### config.mk
export PLATFORM = sky130hd
export DESIGN_NAME = irs_controller
export DESIGN_NICKNAME = d
export VERILOG_FILES = /design/src/rtl/irs_pkg.sv /design/src/rtl/irs_arbiter.sv /design/src/rtl/irs_controller.sv /design/src/rtl/irs_pin_sync.sv
export SDC_FILE = /design/constraint.sdc
export NUM_CORES = 1
export LEC_CHECK = 0
export BUFFER_PORTS_ARGS = -buffer_cell sky130_fd_sc_hd__buf_2
export CELL_PAD_IN_SITES_DETAIL_PLACEMENT = 0
export CELL_PAD_IN_SITES_GLOBAL_PLACEMENT = 1
export CORE_MARGIN = 1
export CORE_UTILIZATION = 27
export DETAILED_ROUTE_END_ITERATION = 6
export PLACE_DENSITY_LB_ADDON = 0.08
export SETUP_SLACK_MARGIN = 0.15
export SYNTH_ARGS = -nofsm -noshare
export SYNTH_HDL_FRONTEND = slang
export SYNTH_SLANG_ARGS = --single-unit
### constraint.sdc
create_clock -name ref_clk -period 1.7 [get_ports ref_clk]
set_clock_uncertainty 0.1 [all_clocks]
set_input_delay 0.17 -clock ref_clk [delete_from_list [all_inputs] [get_ports ref_clk]]
set_output_delay 0.17 -clock ref_clk [all_outputs]
set_load 0.01 [all_outputs]
### src/rtl/irs_pkg.sv
// How it works
// - nine request sources feed the controller, one of the ten slots reserved in the order
// - external request zero is level or falling-edge sensitive by its select bit
// - external request zero reaches the core only through its request flag
// - edge-captured external flags clear when the core vectors to them
// - external request one has its own select bit and request flag
// - converter completion can take over the external request one line
// - timer zero and one overflows set their flags, except timer zero mode 3
// - timer zero and one overflow flags clear when serviced
// - timer two overflow flag is cleared only by software
// - timer two trigger pin, when enabled, sets the trigger flag and request
// - two-wire request bit raises its interrupt and hardware clears it
// - usb events raise the usb request: endpoint packets, suspend, resume, eop
// - each source has a priority bit; high preempts low, never high
// - equal priority resolves by fixed polling order, index zero highest
// - each source needs its enable bit and the global enable
package irs_pkg;
    localparam int NSRC = 10;
    localparam int IDW = 4;
    // polling order indices
    localparam logic [3:0] SRC_EXT0 = 4'h0;
    localparam logic [3:0] SRC_UART2 = 4'h1;
    localparam logic [3:0] SRC_TMR0 = 4'h2;
    localparam logic [3:0] SRC_TWI = 4'h3;
    localparam logic [3:0] SRC_EXT1 = 4'h4;
    localparam logic [3:0] SRC_RSVD = 4'h5;
    localparam logic [3:0] SRC_TMR1 = 4'h6;
    localparam logic [3:0] SRC_USB = 4'h7;
    localparam logic [3:0] SRC_UART1 = 4'h8;
    localparam logic [3:0] SRC_TMR2 = 4'h9;
    localparam logic [3:0] SRC_NONE = 4'hF;
    // primary enable/priority fields
    localparam int EN_EXT0 = 0;
    localparam int EN_TMR0 = 1;
    localparam int EN_EXT1 = 2;
    localparam int EN_TMR1 = 3;
    localparam int EN_UART1 = 4;
    localparam int EN_TMR2 = 5;
    localparam int EN_GLOBAL = 7;
    // secondary enable/priority fields
    localparam int ENS_USB = 0;
    localparam int ENS_TWI = 1;
    localparam int ENS_UART2 = 4;
    localparam logic [7:0] REG_RESET = 8'h00;
    localparam logic [1:0] TMR0_MODE3 = 2'h3;
    localparam int SYNC_STAGES = 2;
endpackage

### src/rtl/irs_arbiter.sv
`timescale 1ns/1ps
`default_nettype none
module irs_arbiter
    import irs_pkg::*;
(
    // candidate requests
    input wire logic [NSRC-1:0] req,
    // winner
    output logic found,
    output logic [IDW-1:0] idx
);
    // lowest index wins
    function automatic logic [IDW:0] first_set(input logic [NSRC-1:0] v);
        logic [IDW:0] r;
        r = {1'b0, SRC_NONE};
        for (int i = NSRC - 1; i >= 0; i--) begin
            if (v[i]) begin
                r = {1'b1, IDW'(i)};
            end
        end
        return r;
    endfunction

    wire logic [IDW:0] pick = first_set(req);
    assign found = pick[IDW];
    assign idx = pick[IDW-1:0];
endmodule
`default_nettype wire

### src/rtl/irs_controller.sv
`timescale 1ns/1ps
`default_nettype none
module irs_controller
    import irs_pkg::*;
(
    // clock and reset
    input wire logic ref_clk,
    input wire logic rst_n,
    // external pins
    input wire logic ext_request_pin_zero,
    input wire logic ext_request_pin_one,
    input wire logic timer_two_trigger_pin,
    // configuration
    input wire logic ext0_edge_select,
    input wire logic ext1_edge_select,
    input wire logic adc_takeover,
    input wire logic timer_two_trigger_enable,
    input wire logic [1:0] timer_zero_mode,
    input wire logic [7:0] irq_enable_primary,
    input wire logic [7:0] irq_enable_secondary,
    input wire logic [7:0] irq_priority_primary,
    input wire logic [7:0] irq_priority_secondary,
    // peripheral events, one-cycle pulses
    input wire logic timer_zero_overflow,
    input wire logic timer_one_overflow,
    input wire logic timer_two_overflow,
    input wire logic adc_done,
    input wire logic twowire_event,
    input wire logic usb_ep0_tx,
    input wire logic usb_ep0_rx,
    input wire logic usb_ep1_tx,
    input wire logic usb_ep2_tx,
    input wire logic usb_suspend,
    input wire logic usb_resume,
    input wire logic usb_eop,
    // serial port request levels, flags held in the ports
    input wire logic uart1_request,
    input wire logic uart2_request,
    // software clears, one-cycle pulses
    input wire logic sw_clear_timer_two_overflow,
    input wire logic sw_clear_timer_two_trigger,
    input wire logic sw_clear_usb,
    // core handshake
    input wire logic core_ack,
    input wire logic core_reti,
    // to the core
    output logic irq_valid,
    output logic [IDW-1:0] irq_vector,
    output logic irq_high,
    output logic ext0_request_flag,
    output logic ext1_request_flag,
    output logic timer_zero_overflow_flag,
    output logic timer_one_overflow_flag,
    output logic timer_two_overflow_flag,
    output logic timer_two_trigger_flag,
    output logic twowire_request_bit,
    output logic usb_request_flag,
    output logic [1:0] active_level
);
    // pin conditioning
    logic e0_low, e0_fall, e1_low, e1_fall, t2_fall;
    logic e0_edge_cap, e1_edge_cap;

    irs_pin_sync u_sync0 (
        .ref_clk(ref_clk),
        .rst_n(rst_n),
        .pin(ext_request_pin_zero),
        .level_low(e0_low),
        .fall(e0_fall)
    );
    irs_pin_sync u_sync1 (
        .ref_clk(ref_clk),
        .rst_n(rst_n),
        .pin(ext_request_pin_one),
        .level_low(e1_low),
        .fall(e1_fall)
    );
    irs_pin_sync u_sync2 (
        .ref_clk(ref_clk),
        .rst_n(rst_n),
        .pin(timer_two_trigger_pin),
        .level_low(),
        .fall(t2_fall)
    );

    // acknowledge decode
    wire logic ack_ext0 = core_ack && irq_vector == SRC_EXT0;
    wire logic ack_tmr0 = core_ack && irq_vector == SRC_TMR0;
    wire logic ack_twi = core_ack && irq_vector == SRC_TWI;
    wire logic ack_ext1 = core_ack && irq_vector == SRC_EXT1;
    wire logic ack_tmr1 = core_ack && irq_vector == SRC_TMR1;

    // external request one may be taken over by the converter
    wire logic e1_set_edge = e1_fall || (adc_takeover && adc_done);

    // next flag values, set wins over clear
    wire logic next_ext0 = ext0_edge_select ?
        (e0_fall || (ext0_request_flag && !(ack_ext0 && e0_edge_cap))) : e0_low;
    wire logic next_ext1 = ext1_edge_select ?
        (e1_set_edge || (ext1_request_flag && !(ack_ext1 && e1_edge_cap))) :
        (e1_low || (adc_takeover && adc_done));
    wire logic t0_ovf = timer_zero_overflow && timer_zero_mode != TMR0_MODE3;
    wire logic next_tmr0 = t0_ovf || (timer_zero_overflow_flag && !ack_tmr0);
    wire logic next_tmr1 = timer_one_overflow || (timer_one_overflow_flag && !ack_tmr1);
    wire logic next_tmr2 = timer_two_overflow ||
        (timer_two_overflow_flag && !sw_clear_timer_two_overflow);
    wire logic t2x_set = timer_two_trigger_enable && t2_fall;
    wire logic next_t2x = t2x_set ||
        (timer_two_trigger_flag && !sw_clear_timer_two_trigger);
    wire logic next_twi = twowire_event || (twowire_request_bit && !ack_twi);
    wire logic usb_evt = usb_ep0_tx | usb_ep0_rx | usb_ep1_tx | usb_ep2_tx |
        usb_suspend | usb_resume | usb_eop;
    wire logic next_usb = usb_evt || (usb_request_flag && !sw_clear_usb);

    // request vector in polling order
    wire logic [NSRC-1:0] raw = {
        timer_two_overflow_flag | timer_two_trigger_flag,
        uart1_request,
        usb_request_flag,
        timer_one_overflow_flag,
        1'b0,
        ext1_request_flag,
        twowire_request_bit,
        timer_zero_overflow_flag,
        uart2_request,
        ext0_request_flag
    };
    wire logic [NSRC-1:0] en = {
        irq_enable_primary[EN_TMR2],
        irq_enable_primary[EN_UART1],
        irq_enable_secondary[ENS_USB],
        irq_enable_primary[EN_TMR1],
        1'b0,
        irq_enable_primary[EN_EXT1],
        irq_enable_secondary[ENS_TWI],
        irq_enable_primary[EN_TMR0],
        irq_enable_secondary[ENS_UART2],
        irq_enable_primary[EN_EXT0]
    };
    wire logic [NSRC-1:0] pri = {
        irq_priority_primary[EN_TMR2],
        irq_priority_primary[EN_UART1],
        irq_priority_secondary[ENS_USB],
        irq_priority_primary[EN_TMR1],
        1'b0,
        irq_priority_primary[EN_EXT1],
        irq_priority_secondary[ENS_TWI],
        irq_priority_primary[EN_TMR0],
        irq_priority_secondary[ENS_UART2],
        irq_priority_primary[EN_EXT0]
    };
    wire logic [NSRC-1:0] live = raw & en & {NSRC{irq_enable_primary[EN_GLOBAL]}};

    // level gating: high never preempted, low only by high
    wire logic allow_hi = !active_level[1];
    wire logic allow_lo = active_level == 2'b00;
    wire logic [NSRC-1:0] cand_hi = live & pri & {NSRC{allow_hi}};
    wire logic [NSRC-1:0] cand_lo = live & ~pri & {NSRC{allow_lo}};

    logic hi_found, lo_found;
    logic [IDW-1:0] hi_idx, lo_idx;

    irs_arbiter u_arb_hi (
        .req(cand_hi),
        .found(hi_found),
        .idx(hi_idx)
    );
    irs_arbiter u_arb_lo (
        .req(cand_lo),
        .found(lo_found),
        .idx(lo_idx)
    );

    wire logic next_valid = hi_found || lo_found;
    wire logic [IDW-1:0] next_vector = hi_found ? hi_idx : (lo_found ? lo_idx : SRC_NONE);
    wire logic next_high = hi_found;

    // in-service levels: bit1 high, bit0 low
    wire logic take = core_ack && irq_valid;
    wire logic [1:0] ret_mask = active_level[1] ? 2'b01 : 2'b00;
    wire logic [1:0] next_active = take ? (active_level | (irq_high ? 2'b10 : 2'b01)) :
        (core_reti ? (active_level & ret_mask) : active_level);

    always_ff @(posedge ref_clk) begin
        if (!rst_n) begin
            ext0_request_flag <= 1'b0;
            ext1_request_flag <= 1'b0;
            timer_zero_overflow_flag <= 1'b0;
            timer_one_overflow_flag <= 1'b0;
            timer_two_overflow_flag <= 1'b0;
            timer_two_trigger_flag <= 1'b0;
            twowire_request_bit <= 1'b0;
            usb_request_flag <= 1'b0;
        end else begin
            ext0_request_flag <= next_ext0;
            ext1_request_flag <= next_ext1;
            timer_zero_overflow_flag <= next_tmr0;
            timer_one_overflow_flag <= next_tmr1;
            timer_two_overflow_flag <= next_tmr2;
            timer_two_trigger_flag <= next_t2x;
            twowire_request_bit <= next_twi;
            usb_request_flag <= next_usb;
        end
    end

    // remember how each external flag was captured
    always_ff @(posedge ref_clk) begin
        if (!rst_n) begin
            e0_edge_cap <= 1'b0;
            e1_edge_cap <= 1'b0;
        end else begin
            e0_edge_cap <= ext0_edge_select;
            e1_edge_cap <= ext1_edge_select;
        end
    end

    always_ff @(posedge ref_clk) begin
        if (!rst_n) begin
            irq_valid <= 1'b0;
            irq_vector <= SRC_NONE;
            irq_high <= 1'b0;
            active_level <= 2'b00;
        end else begin
            irq_valid <= next_valid && !take;
            irq_vector <= take ? SRC_NONE : next_vector;
            irq_high <= next_high && !take;
            active_level <= next_active;
        end
    end
endmodule
`default_nettype wire

### src/rtl/irs_pin_sync.sv
`timescale 1ns/1ps
`default_nettype none
module irs_pin_sync
    import irs_pkg::*;
(
    // clock and reset
    input wire logic ref_clk,
    input wire logic rst_n,
    // pin and result
    input wire logic pin,
    output logic level_low,
    output logic fall
);
    logic [SYNC_STAGES:0] sr;

    // pins idle high; first stage read only by the second
    always_ff @(posedge ref_clk) begin
        if (!rst_n) begin
            sr <= '1;
        end else begin
            sr <= {sr[SYNC_STAGES-1:0], pin};
        end
    end

    assign level_low = ~sr[SYNC_STAGES-1];
    assign fall = sr[SYNC_STAGES] & ~sr[SYNC_STAGES-1];
endmodule
`default_nettype wire

==> summary.md, run 1 <==
| Metric | Value |
|---|---|
| FMAX | `553.5 MHz` |
| Hold slack | `0.009153 ns` |
| Max Buffers Root-to-Sink | `2` |
| Slew margin rel. | `0.6786` |
| Worst Max-Slew Pin Slew | `0.4822 ns` |
| DRC errors left | `0` |
| Total congestion overflow | `0` |
| Clk slew on worst S/H paths | `0.09 ns` |
| Gate Count Post-Synth | `154` |
| Crit path kind | `reg2reg` |
| FF-to-FF setup slack | `-0.11 ns` |
| Total of max-cap violations | `0` |
| H-tree depth | `1` |
| Clock Latency Late Sink | `0.26 ns` |
| RSZ-0062 raised after global routing | `true` |
| Vias in the first global route | `1313` |
| DR iter-0 viols | `55` |
| Max Fanout on Critical Path | `7` |
| Core Box Area | `4692 um^2` |
| Critical Path End Type | `flip-flop` |
| Failing checks | `setup timing` |
| Die Ht | `71.82 um` |
| Comb pwr share | `0.240` |
| Synth Register Bits | `27` |
| Crit share post-route | `1.063` |
| Final setup viols | `3` |
| CTS tree | `done` |
| Final Non-Filler Cells | `293` |
| Hold WC Path Type | `in2reg` |
| IO buf count | `64` |
| Ant. Diodes | `0` |
| CTS buffer count | `3` |
| DP Cell Count | `284` |
| Vias per cell | `4.788` |
| Critical Path Sink | `irq_vector[0]` |
| Sw frac | `0.2672` |
| Vias | `1403` |
| Clk sinks | `27` |
| Hold path depth | `2` |
| Post-Route WL | `3827 um` |
| Post-synth cell types | `42` |
| Nets | `302` |
| Largest net degree at the start of global routing | `15` |
| Sw power | `0.3672 mW` |
| Placer Congestion | `0.8568` |
| IO Pins | `78` |
| DIE AREA | `5158 um^2` |
| Tot GR Track Use | `0.1457` |
| Power per Cell Area | `678.4 nW/um^2` |
| CP startpoint kind | `flip-flop` |
| DP HPWL | `2947 um` |
| CTS root buffer | `clkbuf_8` |
| Count of final hold-check violations | `0` |
| Critical Path Start | `active_level[1]` |
| Initial Util | `0.2805` |
| Sequential area share after synthesis | `0.4106` |
| Post-Syn Area | `1316 um^2` |
| Routed Antenna Nets | `0` |
| Yosys warnings | `0` |
| Syn Area/Cell | `8.547 um^2` |
| Initial antenna violation count | `0` |
| Min cycle time layout | `1.807 ns` |
| Pleak | `0.8643 nW` |
| CP arrival | `1.85 ns` |
| Maximum VDD drop | `0.0004201 V` |
| Reg2reg path depth | `6` |
| Post-route cell area | `2026 um^2` |
| Post-Syn Nets | `216` |
| Pwr Total | `1.374 mW` |
| Fin worst setup slack | `-0.1067 ns` |
| Dpl cell area | `1809 um^2` |
| Reg-to-reg endpoint | `irq_vector[0]` |
| # rows | `25` |
| Synthesis-to-finish area growth | `53.90%` |
| Sequential Power Share | `0.507` |
| Status | `finished with violations` |
| Die X | `71.82 um` |
| Wire length of the first global-routing pass | `5927 um` |
| Final Max Tran Viols | `0` |
| DR WL/cell | `13.06 um` |
| Clk pwr share | `0.253` |
| Drt first pass iters | `4` |
| Int Power | `1.007 mW` |
| Worst R2R Start | `active_level[1]` |
| Fraction of layout cells with a size suffix above 1 | `0.4603` |
| Worst endpoint required time | `1.74 ns` |
[area by class of cell]
type	count	area [um^2]
clock buffer	4	45.04
timing repair buffer	85	493.0
fill	479	2666
inverter	6	22.52
tap	54	67.56
multi-input combinational	117	852.1
sequential	27	545.5
[power by group through the flow]
stage          clock, mW  sequential [mW]  combinational (mW)
2_1_floorplan          0            0.720               0.122
3_3_place_gp           0            0.711               0.269
3_5_place_dp           0            0.711               0.272
4_1_cts            0.368            0.697               0.289
5_1_grt            0.398            0.704               0.359
6_report           0.348            0.697               0.329
[cells in the mapped netlist (all sizes together)]
cell type | n | area [um^2]
nor3 | 2 | 10.01
nand2b | 11 | 68.82
o41a | 1 | 11.26
nor2 | 8 | 30.03
nand4 | 1 | 6.260
nor4b | 2 | 17.52
o2111ai | 1 | 8.760
or2 | 4 | 25.03
o22ai | 2 | 12.51
o31ai | 2 | 15.01
nand3 | 12 | 60.06
a31oi | 2 | 12.51
and2 | 5 | 31.28
nand4b | 1 | 8.760
buf | 2 | 18.77
a32oi | 1 | 8.760
nor4 | 3 | 18.77
or4 | 1 | 7.510
inv | 6 | 22.52
or3 | 1 | 6.260
dfxtp | 27 | 540.5
o41ai | 1 | 16.27
a21boi | 1 | 7.510
o21ai | 6 | 30.02
nand2 | 7 | 26.28
or3b | 1 | 11.26
and4b | 1 | 10.01
nand3b | 8 | 60.06
o211ai | 1 | 7.510
clkbuf | 2 | 7.510
o21a | 1 | 7.510
a21o | 1 | 7.510
a22oi | 1 | 7.510
a21oi | 17 | 92.59
o221ai | 1 | 8.760
nor2b | 8 | 50.05
o32ai | 2 | 25.03
[worst min-delay path by stage]
| stage | from | endpoint | slack, ns |
|---|---|---|---|
| 3_3_place_gp | ext_request_pin_one | u_sync1.sr[0] | 0.25 |
| 6_report | timer_two_overflow | timer_two_overflow_flag | 0.009 |
| 2_1_floorplan | rst_n | u_sync0.sr[2] | 0.16 |
| 3_5_place_dp | ext_request_pin_one | u_sync1.sr[0] | 0.25 |
| 4_1_cts | timer_two_overflow | timer_two_overflow_flag | 0.004 |
| 5_1_grt | timer_two_overflow | timer_two_overflow_flag | 0.003 |
[logic make-up (layout without fill, tap and decap cells)]
family                 Yosys count  in the layout  share of synthesized area
flip-flops                      27             27                     0.4106
AND/OR/NAND/NOR                 76             76                     0.3403
AO/OA/AOI/OAI                   41             41                     0.2120
buffers and inverters           10             95                    0.03707
[layout by cell type, fill, tap and decap left out, types with 6 or more instances in the layout]
master / netlist / final
dfxtp_1: 27 / 25
a21oi_1: 15 / 10
nor2_1: 8 / 7
inv_1: 6 / 6
nor2b_1: 8 / 8
nand3b_1: 8 / 8
nand2b_1: 11 / 10
buf_2: 0 / 64
nand2_1: 7 / 7
buf_4: 1 / 16
nand3_1: 12 / 12
[stage by stage]
stage          worst slack, ns  setup TNS, ns    util
2_1_floorplan          0.05126              0       -
3_3_place_gp          -0.08103        -0.2094  0.3856
3_5_place_dp          -0.06714        -0.2087  0.3856
4_1_cts               -0.04455       -0.09872  0.4085
5_1_grt                -0.1753        -0.5074  0.4317
6_report               -0.1067        -0.3008  0.4317
[state kept, by name, summed over array words and instances (netlist names), 2 cells and up]
signal and cells:
irq_vector 4, u_sync2.sr 3, u_sync0.sr 3, active_level 2, u_sync1.sr 3
[metal layers]
metal / share of wire / global-route usage / vias up / routed length [um]
met5: 0 / 0 / - / 0
met4: 0.018 / 0.05229 / 0 / 69
met3: 0.028 / 0.02110 / 6 / 108
met2: 0.48 / 0.2484 / 25 / 1852
met1: 0.47 / 0.1871 / 638 / 1797
li1: - / - / 734 / -
[worst max-delay path, stage by stage (launching register included)]
cell	delay (ns)
dfxtp_4	0.36
or3b_4	0.46
buf_6	0.16
a21oi_4	0.16
o221ai_1	0.15
a21oi_1	0.19
o21ai_1	0.11
[repair_timing]
action / CTS / global route
buffers inserted: 0 / 2
pin swaps: 3 / 8
endpoints found under the hold margin: 3 / 0
setup endpoints to repair: 6 / 6
resized for setup: 5 / 17
gates cloned: 0 / 0
hold buffers: 3 / 0
(Power assumes the default switching activity.)
==> run 2: changes to the inputs <==
--- a/config.mk
+++ b/config.mk
@@ -12,6 +12,7 @@
 export CORE_UTILIZATION = 27
 export DETAILED_ROUTE_END_ITERATION = 6
 export PLACE_DENSITY_LB_ADDON = 0.08
+export REMOVE_ABC_BUFFERS = 1
 export SETUP_SLACK_MARGIN = 0.15
 export SYNTH_ARGS = -nofsm -noshare
 export SYNTH_HDL_FRONTEND = slang
==> run 2 against run 1 <==
  * The run still ends with setup timing left
  * Maximum frequency is 2.6% higher
  * Routed wire length up 6.7%
  * Clock power up 2%
  * Hold slack improved by 0.019 ns
  * Global-route usage increased by 1.5 points
  * Largest cell class unchanged
  * Highest routed layer unchanged
==> summary.md, run 2 (same netlist as run 1, synthesis figures left out) <==
| Metric | Value |
|---|---|
| Largest net degree at the start of global routing | `15 (unchanged)` |
| Critical Path Sink | `irq_vector[1] (was irq_vector[0])` |
| Placer Congestion | `0.7314 (was 0.8568)` |
| Clock Latency Late Sink | `0.26 ns (about the same)` |
| FMAX | `567.7 MHz (was 553.5 MHz)` |
| DRC errors left | `0 (unchanged)` |
| Hold WC Path Type | `in2reg (unchanged)` |
| Sum of negative setup slack | `-0.06950 ns (was -0.3008 ns)` |
| Dpl cell area | `1828 um^2 (was 1809 um^2)` |
| Maximum VDD drop | `0.0005491 V (was 0.0004201 V)` |
| Drt first pass iters | `4 (unchanged)` |
| Commonest non-fill, non-tap cell in the layout | `buf_2 (unchanged)` |
| DR iter-0 viols | `46 (was 55)` |
| Reg2reg path depth | `6 (unchanged)` |
| Max Buffers Root-to-Sink | `2 (unchanged)` |
| Clk slew on worst S/H paths | `0.09 ns (about the same)` |
| Final setup viols | `2 (was 3)` |
| CP arrival | `1.83 ns (was 1.85 ns)` |
| RSZ-0062 raised after global routing | `true (unchanged)` |
| IO Pins | `78 (unchanged)` |
| Vias in the first global route | `1333 (was 1313)` |
| Vias | `1432 (was 1403)` |
| Core Box Area | `4692 um^2 (unchanged)` |
| Final Non-Filler Cells | `299 (was 293)` |
| Count of final hold-check violations | `0 (unchanged)` |
| Synthesis-to-finish area growth | `54.66% (was 53.90%)` |
| # rows | `25 (unchanged)` |
| Largest Register | `irq_vector (unchanged)` |
| Fraction of layout cells with a size suffix above 1 | `0.4490 (was 0.4603)` |
| CP startpoint kind | `flip-flop (unchanged)` |
| Min cycle time layout | `1.761 ns (was 1.807 ns)` |
| Pleak | `0.8959 nW (was 0.8643 nW)` |
| Post-Route WL | `4084 um (was 3827 um)` |
| Post-route cell area | `2036 um^2 (was 2026 um^2)` |
| Reg-to-reg endpoint | `irq_vector[1] (was irq_vector[0])` |
| Status | `finished with violations (unchanged)` |
| Fin worst setup slack | `-0.06136 ns (was -0.1067 ns)` |
| DIE AREA | `5158 um^2 (unchanged)` |
| Worst endpoint required time | `1.77 ns (was 1.74 ns)` |
| Clk sinks | `27 (unchanged)` |
| Initial Util | `0.2805 (unchanged)` |
| DP Cell Count | `288 (was 284)` |
| CTS tree | `done (unchanged)` |
| Crit share post-route | `1.036 (was 1.063)` |
| FF-to-FF setup slack | `-0.06 ns (was -0.11 ns)` |
| Worst Max-Slew Pin Slew | `0.3209 ns (was 0.4822 ns)` |
| Failing checks | `setup timing (unchanged)` |
| Initial antenna violation count | `0 (unchanged)` |
| Crit path kind | `reg2reg (unchanged)` |
| CTS root buffer | `clkbuf_8 (unchanged)` |
| Max Fanout on Critical Path | `5 (was 7)` |
| Ant. Diodes | `0 (unchanged)` |
| Die Ht | `71.82 um (unchanged)` |
| Power per Cell Area | `676.3 nW/um^2 (was 678.4 nW/um^2)` |
| Final Max Tran Viols | `0 (unchanged)` |
| DR WL/cell | `13.66 um (was 13.06 um)` |
| Slew margin rel. | `0.7861 (was 0.6786)` |
| IO buf count | `64 (unchanged)` |
| Wire length of the first global-routing pass | `6389 um (was 5927 um)` |
| Vias per cell | `4.789 (was 4.788)` |
| Die X | `71.82 um (unchanged)` |
| Nets | `308 (was 302)` |
| Max reg flops | `4 (unchanged)` |
| Critical Path Start | `active_level[0] (was active_level[1])` |
| Critical Path End Type | `flip-flop (unchanged)` |
| Commonest cells after routing, fill and taps aside | `buf_2, dfxtp_1, buf_4 (unchanged)` |
| Total of max-cap violations | `0 (unchanged)` |
| Tot GR Track Use | `0.1610 (was 0.1457)` |
| Total congestion overflow | `0 (unchanged)` |
| DP HPWL | `3321 um (was 2947 um)` |
| CTS buffer count | `3 (unchanged)` |
| Worst R2R Start | `active_level[0] (was active_level[1])` |
| H-tree depth | `1 (unchanged)` |
| Routed Antenna Nets | `0 (unchanged)` |
[run 2: cell count changes in the layout (fill, tap and decap cells not counted), moves of 2 or more]
cell	delta
a21oi_1	+3
a21oi_2	-2
buf_4	+6
buf_6	-2
o31ai_1	+2
o31ai_2	-2
[run 2: layout make-up]
type	count	area (um^2)
repair buffers	90	525.5
clock buffers	4	45.04
fillers	489	2656
well taps	54	67.56
flip-flops and latches	27	543.0
inverters	6	22.52
multi-input cells	118	832.0
[run 2: what timing repair did]
action                                  4_1_cts  5_1_grt
hold endpoints to repair                      3        1
buffers inserted                              2        0
cloned                                        1        0
resized for setup                            13        5
pin swaps                                     2        3
hold buffers                                  3        1
endpoints found under the setup margin        6        6
[run 2: worst min path at each step]
stage,startpoint,end,slack [ns],cells past startpoint
6_report,usb_ep2_tx,usb_request_flag,0.03,2
3_5_place_dp,ext_request_pin_zero,u_sync0.sr[0],0.25,2
4_1_cts,timer_two_overflow,timer_two_overflow_flag,0.0004,2
3_3_place_gp,ext_request_pin_one,u_sync1.sr[0],0.25,2
2_1_floorplan,rst_n,u_sync1.sr[2],0.14,1
5_1_grt,twowire_event,twowire_request_bit,0.03,3
[run 2: critical path, stage by stage, from the launching register on]
cell	delay (ns)
dfxtp_2	0.35
or3b_4	0.44
buf_4	0.16
a21o_1	0.16
a21oi_1	0.14
a21oi_1	0.08
o31ai_1	0.24
[run 2: metal layers]
metal / vias up / global-route usage / wire, um / part of all wire
met1: 661 / 0.2284 / 1981 / 0.49
met5: - / 0 / 0 / 0
met4: 0 / 0.04575 / 25 / 0.0061
met3: 2 / 0.01969 / 118 / 0.029
met2: 25 / 0.2568 / 1958 / 0.48
li1: 744 / - / - / -
[run 2: metrics by stage]
step / utilization / setup slack [ns] / power [mW] / hold slack (ns)
floorplan: - / -0.1645 / 0.8315 / 0.1430
global placement: 0.3896 / -0.1171 / 0.9904 / 0.2541
detailed placement: 0.3896 / -0.1055 / 0.9934 / 0.2537
CTS: 0.4264 / -0.01496 / 1.386 / 0.0003567
global route: 0.4339 / -0.1064 / 1.462 / 0.02772
finish: 0.4339 / -0.06136 / 1.377 / 0.02816
[run 2: where the power goes]
| part | leakage, nW | total, mW | internal (mW) | switching (mW) |
|---|---|---|---|---|
| sequential | 0.224 | 0.701 | 0.671 | 0.0297 |
| clock | 0.0228 | 0.354 | 0.167 | 0.187 |
| combinational | 0.649 | 0.321 | 0.171 | 0.150 |
| total | 0.896 | 1.38 | 1.01 | 0.367 |
==> run 3: changes to the inputs <==
--- a/config.mk
+++ b/config.mk
@@ -11,7 +11,7 @@
 export CORE_MARGIN = 1
 export CORE_UTILIZATION = 27
 export DETAILED_ROUTE_END_ITERATION = 6
-export PLACE_DENSITY_LB_ADDON = 0.08
+export PLACE_DENSITY = 0.88
 export REMOVE_ABC_BUFFERS = 1
 export SETUP_SLACK_MARGIN = 0.15
 export SYNTH_ARGS = -nofsm -noshare
==> run 3 against run 2 <==
  * The flow still finishes with violations (setup timing)
  * Flip-flop and latch count did not move
  * Via count fell by 0.63%
  * Combinational power fell by 5%
  * Core utilization fell by 1.3 points
  * Die area did not move
  * First-iteration DRC count fell by 4.3%
  * Setup slack improved by 0.056 ns
  * Hold slack got worse by 0.024 ns
  * Critical endpoint unchanged
  * Largest cell class unchanged
  * Largest power group unchanged
  * Highest routed layer unchanged
==> summary.md, run 3 (same netlist as run 1, synthesis figures left out) <==
| Metric | Value |
|---|---|
| Status | `finished with violations (unchanged)` |
| Failing checks | `setup timing (unchanged)` |
| DIE AREA | `5158 um^2 (unchanged)` |
| Drt first pass iters | `4 (unchanged)` |
| Clk slew on worst S/H paths | `0.09 ns (about the same)` |
| Wire length of the first global-routing pass | `5678 um (was 6389 um)` |
| Clk sinks | `27 (unchanged)` |
| H-tree depth | `1 (unchanged)` |
| Worst Max-Slew Pin Slew | `0.3526 ns (was 0.3209 ns)` |
| Max reg flops | `4 (unchanged)` |
| Commonest cells after routing, fill and taps aside | `buf_2, dfxtp_1, buf_4 (unchanged)` |
| CTS root buffer | `clkbuf_8 (unchanged)` |
| CTS tree | `done (unchanged)` |
| Pleak | `0.8631 nW (was 0.8959 nW)` |
| Max Fanout on Critical Path | `6 (was 5)` |
| IO buf count | `64 (unchanged)` |
| Synthesis-to-finish area growth | `50.00% (was 54.66%)` |
| Fraction of layout cells with a size suffix above 1 | `0.4357 (was 0.4490)` |
| Initial Util | `0.2805 (unchanged)` |
| Vias in the first global route | `1287 (was 1333)` |
| Vias per cell | `4.824 (was 4.789)` |
| Maximum VDD drop | `0.0003253 V (was 0.0005491 V)` |
| Hold WC Path Type | `in2reg (unchanged)` |
| RSZ-0062 raised after global routing | `true (unchanged)` |
| CP arrival | `1.76 ns (was 1.83 ns)` |
| Placer Congestion | `0.8415 (was 0.7314)` |
| Critical Path End Type | `flip-flop (unchanged)` |
| Crit share post-route | `1.003 (was 1.036)` |
| DR iter-0 viols | `44 (was 46)` |
| Crit path kind | `reg2reg (unchanged)` |
| Die Ht | `71.82 um (unchanged)` |
| DP HPWL | `2893 um (was 3321 um)` |
| Power per Cell Area | `687.5 nW/um^2 (was 676.3 nW/um^2)` |
| Register Area | `541.8 um^2 (was 543.0 um^2)` |
| Slew margin rel. | `0.7616 (was 0.7861)` |
| Commonest non-fill, non-tap cell in the layout | `buf_2 (unchanged)` |
| Sum of negative setup slack | `-0.005162 ns (was -0.06950 ns)` |
| Total of max-cap violations | `0 (unchanged)` |
| Fill cell count | `489 (unchanged)` |
| Total congestion overflow | `0 (unchanged)` |
| Final Non-Filler Cells | `295 (was 299)` |
| Core Box Area | `4692 um^2 (unchanged)` |
| DP Cell Count | `285 (was 288)` |
| Max Buffers Root-to-Sink | `2 (unchanged)` |
| Worst endpoint required time | `1.75 ns (was 1.77 ns)` |
| Ant. Diodes | `0 (unchanged)` |
| Area occupied by multi-input gates | `792.0 um^2 (was 832.0 um^2)` |
| Final Util | `0.4208 (was 0.4339)` |
| CTS buffer count | `3 (unchanged)` |
| Fin worst setup slack | `-0.005162 ns (was -0.06136 ns)` |
| Min cycle time layout | `1.705 ns (was 1.761 ns)` |
| Count of final hold-check violations | `0 (unchanged)` |
| # rows | `25 (unchanged)` |
| Die X | `71.82 um (unchanged)` |
| Nets | `304 (was 308)` |
| DR WL/cell | `12.14 um (was 13.66 um)` |
| Clock Latency Late Sink | `0.27 ns (was 0.26 ns)` |
| FMAX | `586.5 MHz (was 567.7 MHz)` |
| Vias | `1423 (was 1432)` |
| Post-route cell area | `1974 um^2 (was 2036 um^2)` |
| Final Max Tran Viols | `0 (unchanged)` |
| Post-Route WL | `3581 um (was 4084 um)` |
| Tot GR Track Use | `0.1394 (was 0.1610)` |
| Largest Register | `irq_vector (unchanged)` |
| Final setup viols | `1 (was 2)` |
| Largest net degree at the start of global routing | `16 (was 15)` |
| IO Pins | `78 (unchanged)` |
| DRC errors left | `0 (unchanged)` |
| FF-to-FF setup slack | `-0.005 ns (was -0.06 ns)` |
| Initial antenna violation count | `0 (unchanged)` |
| Routed Antenna Nets | `0 (unchanged)` |
| CP startpoint kind | `flip-flop (unchanged)` |
| Dpl cell area | `1805 um^2 (was 1828 um^2)` |
-- run 3: through the flow --
step	power [mW]	setup slack (ns)	hold slack [ns]
final	1.357	-0.005162	0.003673
after global routing	1.436	-0.09776	0.009951
after CTS	1.366	-0.04056	0.0002731
after detailed placement	0.9831	-0.08056	0.2541
after global placement	0.9795	-0.06149	0.2505
after floorplan	0.8315	-0.1645	0.1430
-- run 3: power by group --
part	total, mW	internal [mW]	switching [mW]
clock	0.356	0.164	0.192
sequential	0.697	0.671	0.0262
combinational	0.304	0.161	0.143
total	1.36	0.996	0.362
-- run 3: what timing repair did --
item	4_1_cts	5_1_grt
endpoints found under the setup margin	6	6
resized for setup	8	5
buffers inserted	3	0
hold endpoints to repair	3	0
pin swaps	10	2
hold buffers	3	0
-- run 3: path summary, 6_finish.rpt --
kind,startpoint,endpoint,cells past startpoint
hold reg to reg,u_sync2.sr[0],u_sync2.sr[1],1
setup / recovery,active_level[1],irq_vector[1],5
hold / removal,timer_two_overflow,timer_two_overflow_flag,2
setup reg to reg,active_level[1],irq_vector[1],5
-- run 3: worst max-delay path, stage by stage (launching register included) --
cell and delay, ns:
dfxtp_2 0.37, nand2b_2 0.20, a21oi_1 0.08, or4_1 0.58, a21oi_1 0.18, o31ai_1 0.08
-- run 3: per-layer routing --
metal	share of wire	track usage
met3	0.043	0.02250
met1	0.43	0.1747
met4	0.0084	0.05447
met5	0	0
met2	0.52	0.2390
-- run 3: layout make-up --
type / count / share of cell area
clock buffer: 3 / 0.02091
clock inverter: 1 / 0.002535
inverter: 6 / 0.01141
multi-input combinational: 117 / 0.4011
sequential: 27 / 0.2744
tap: 54 / 0.03422
timing repair buffer: 87 / 0.2554
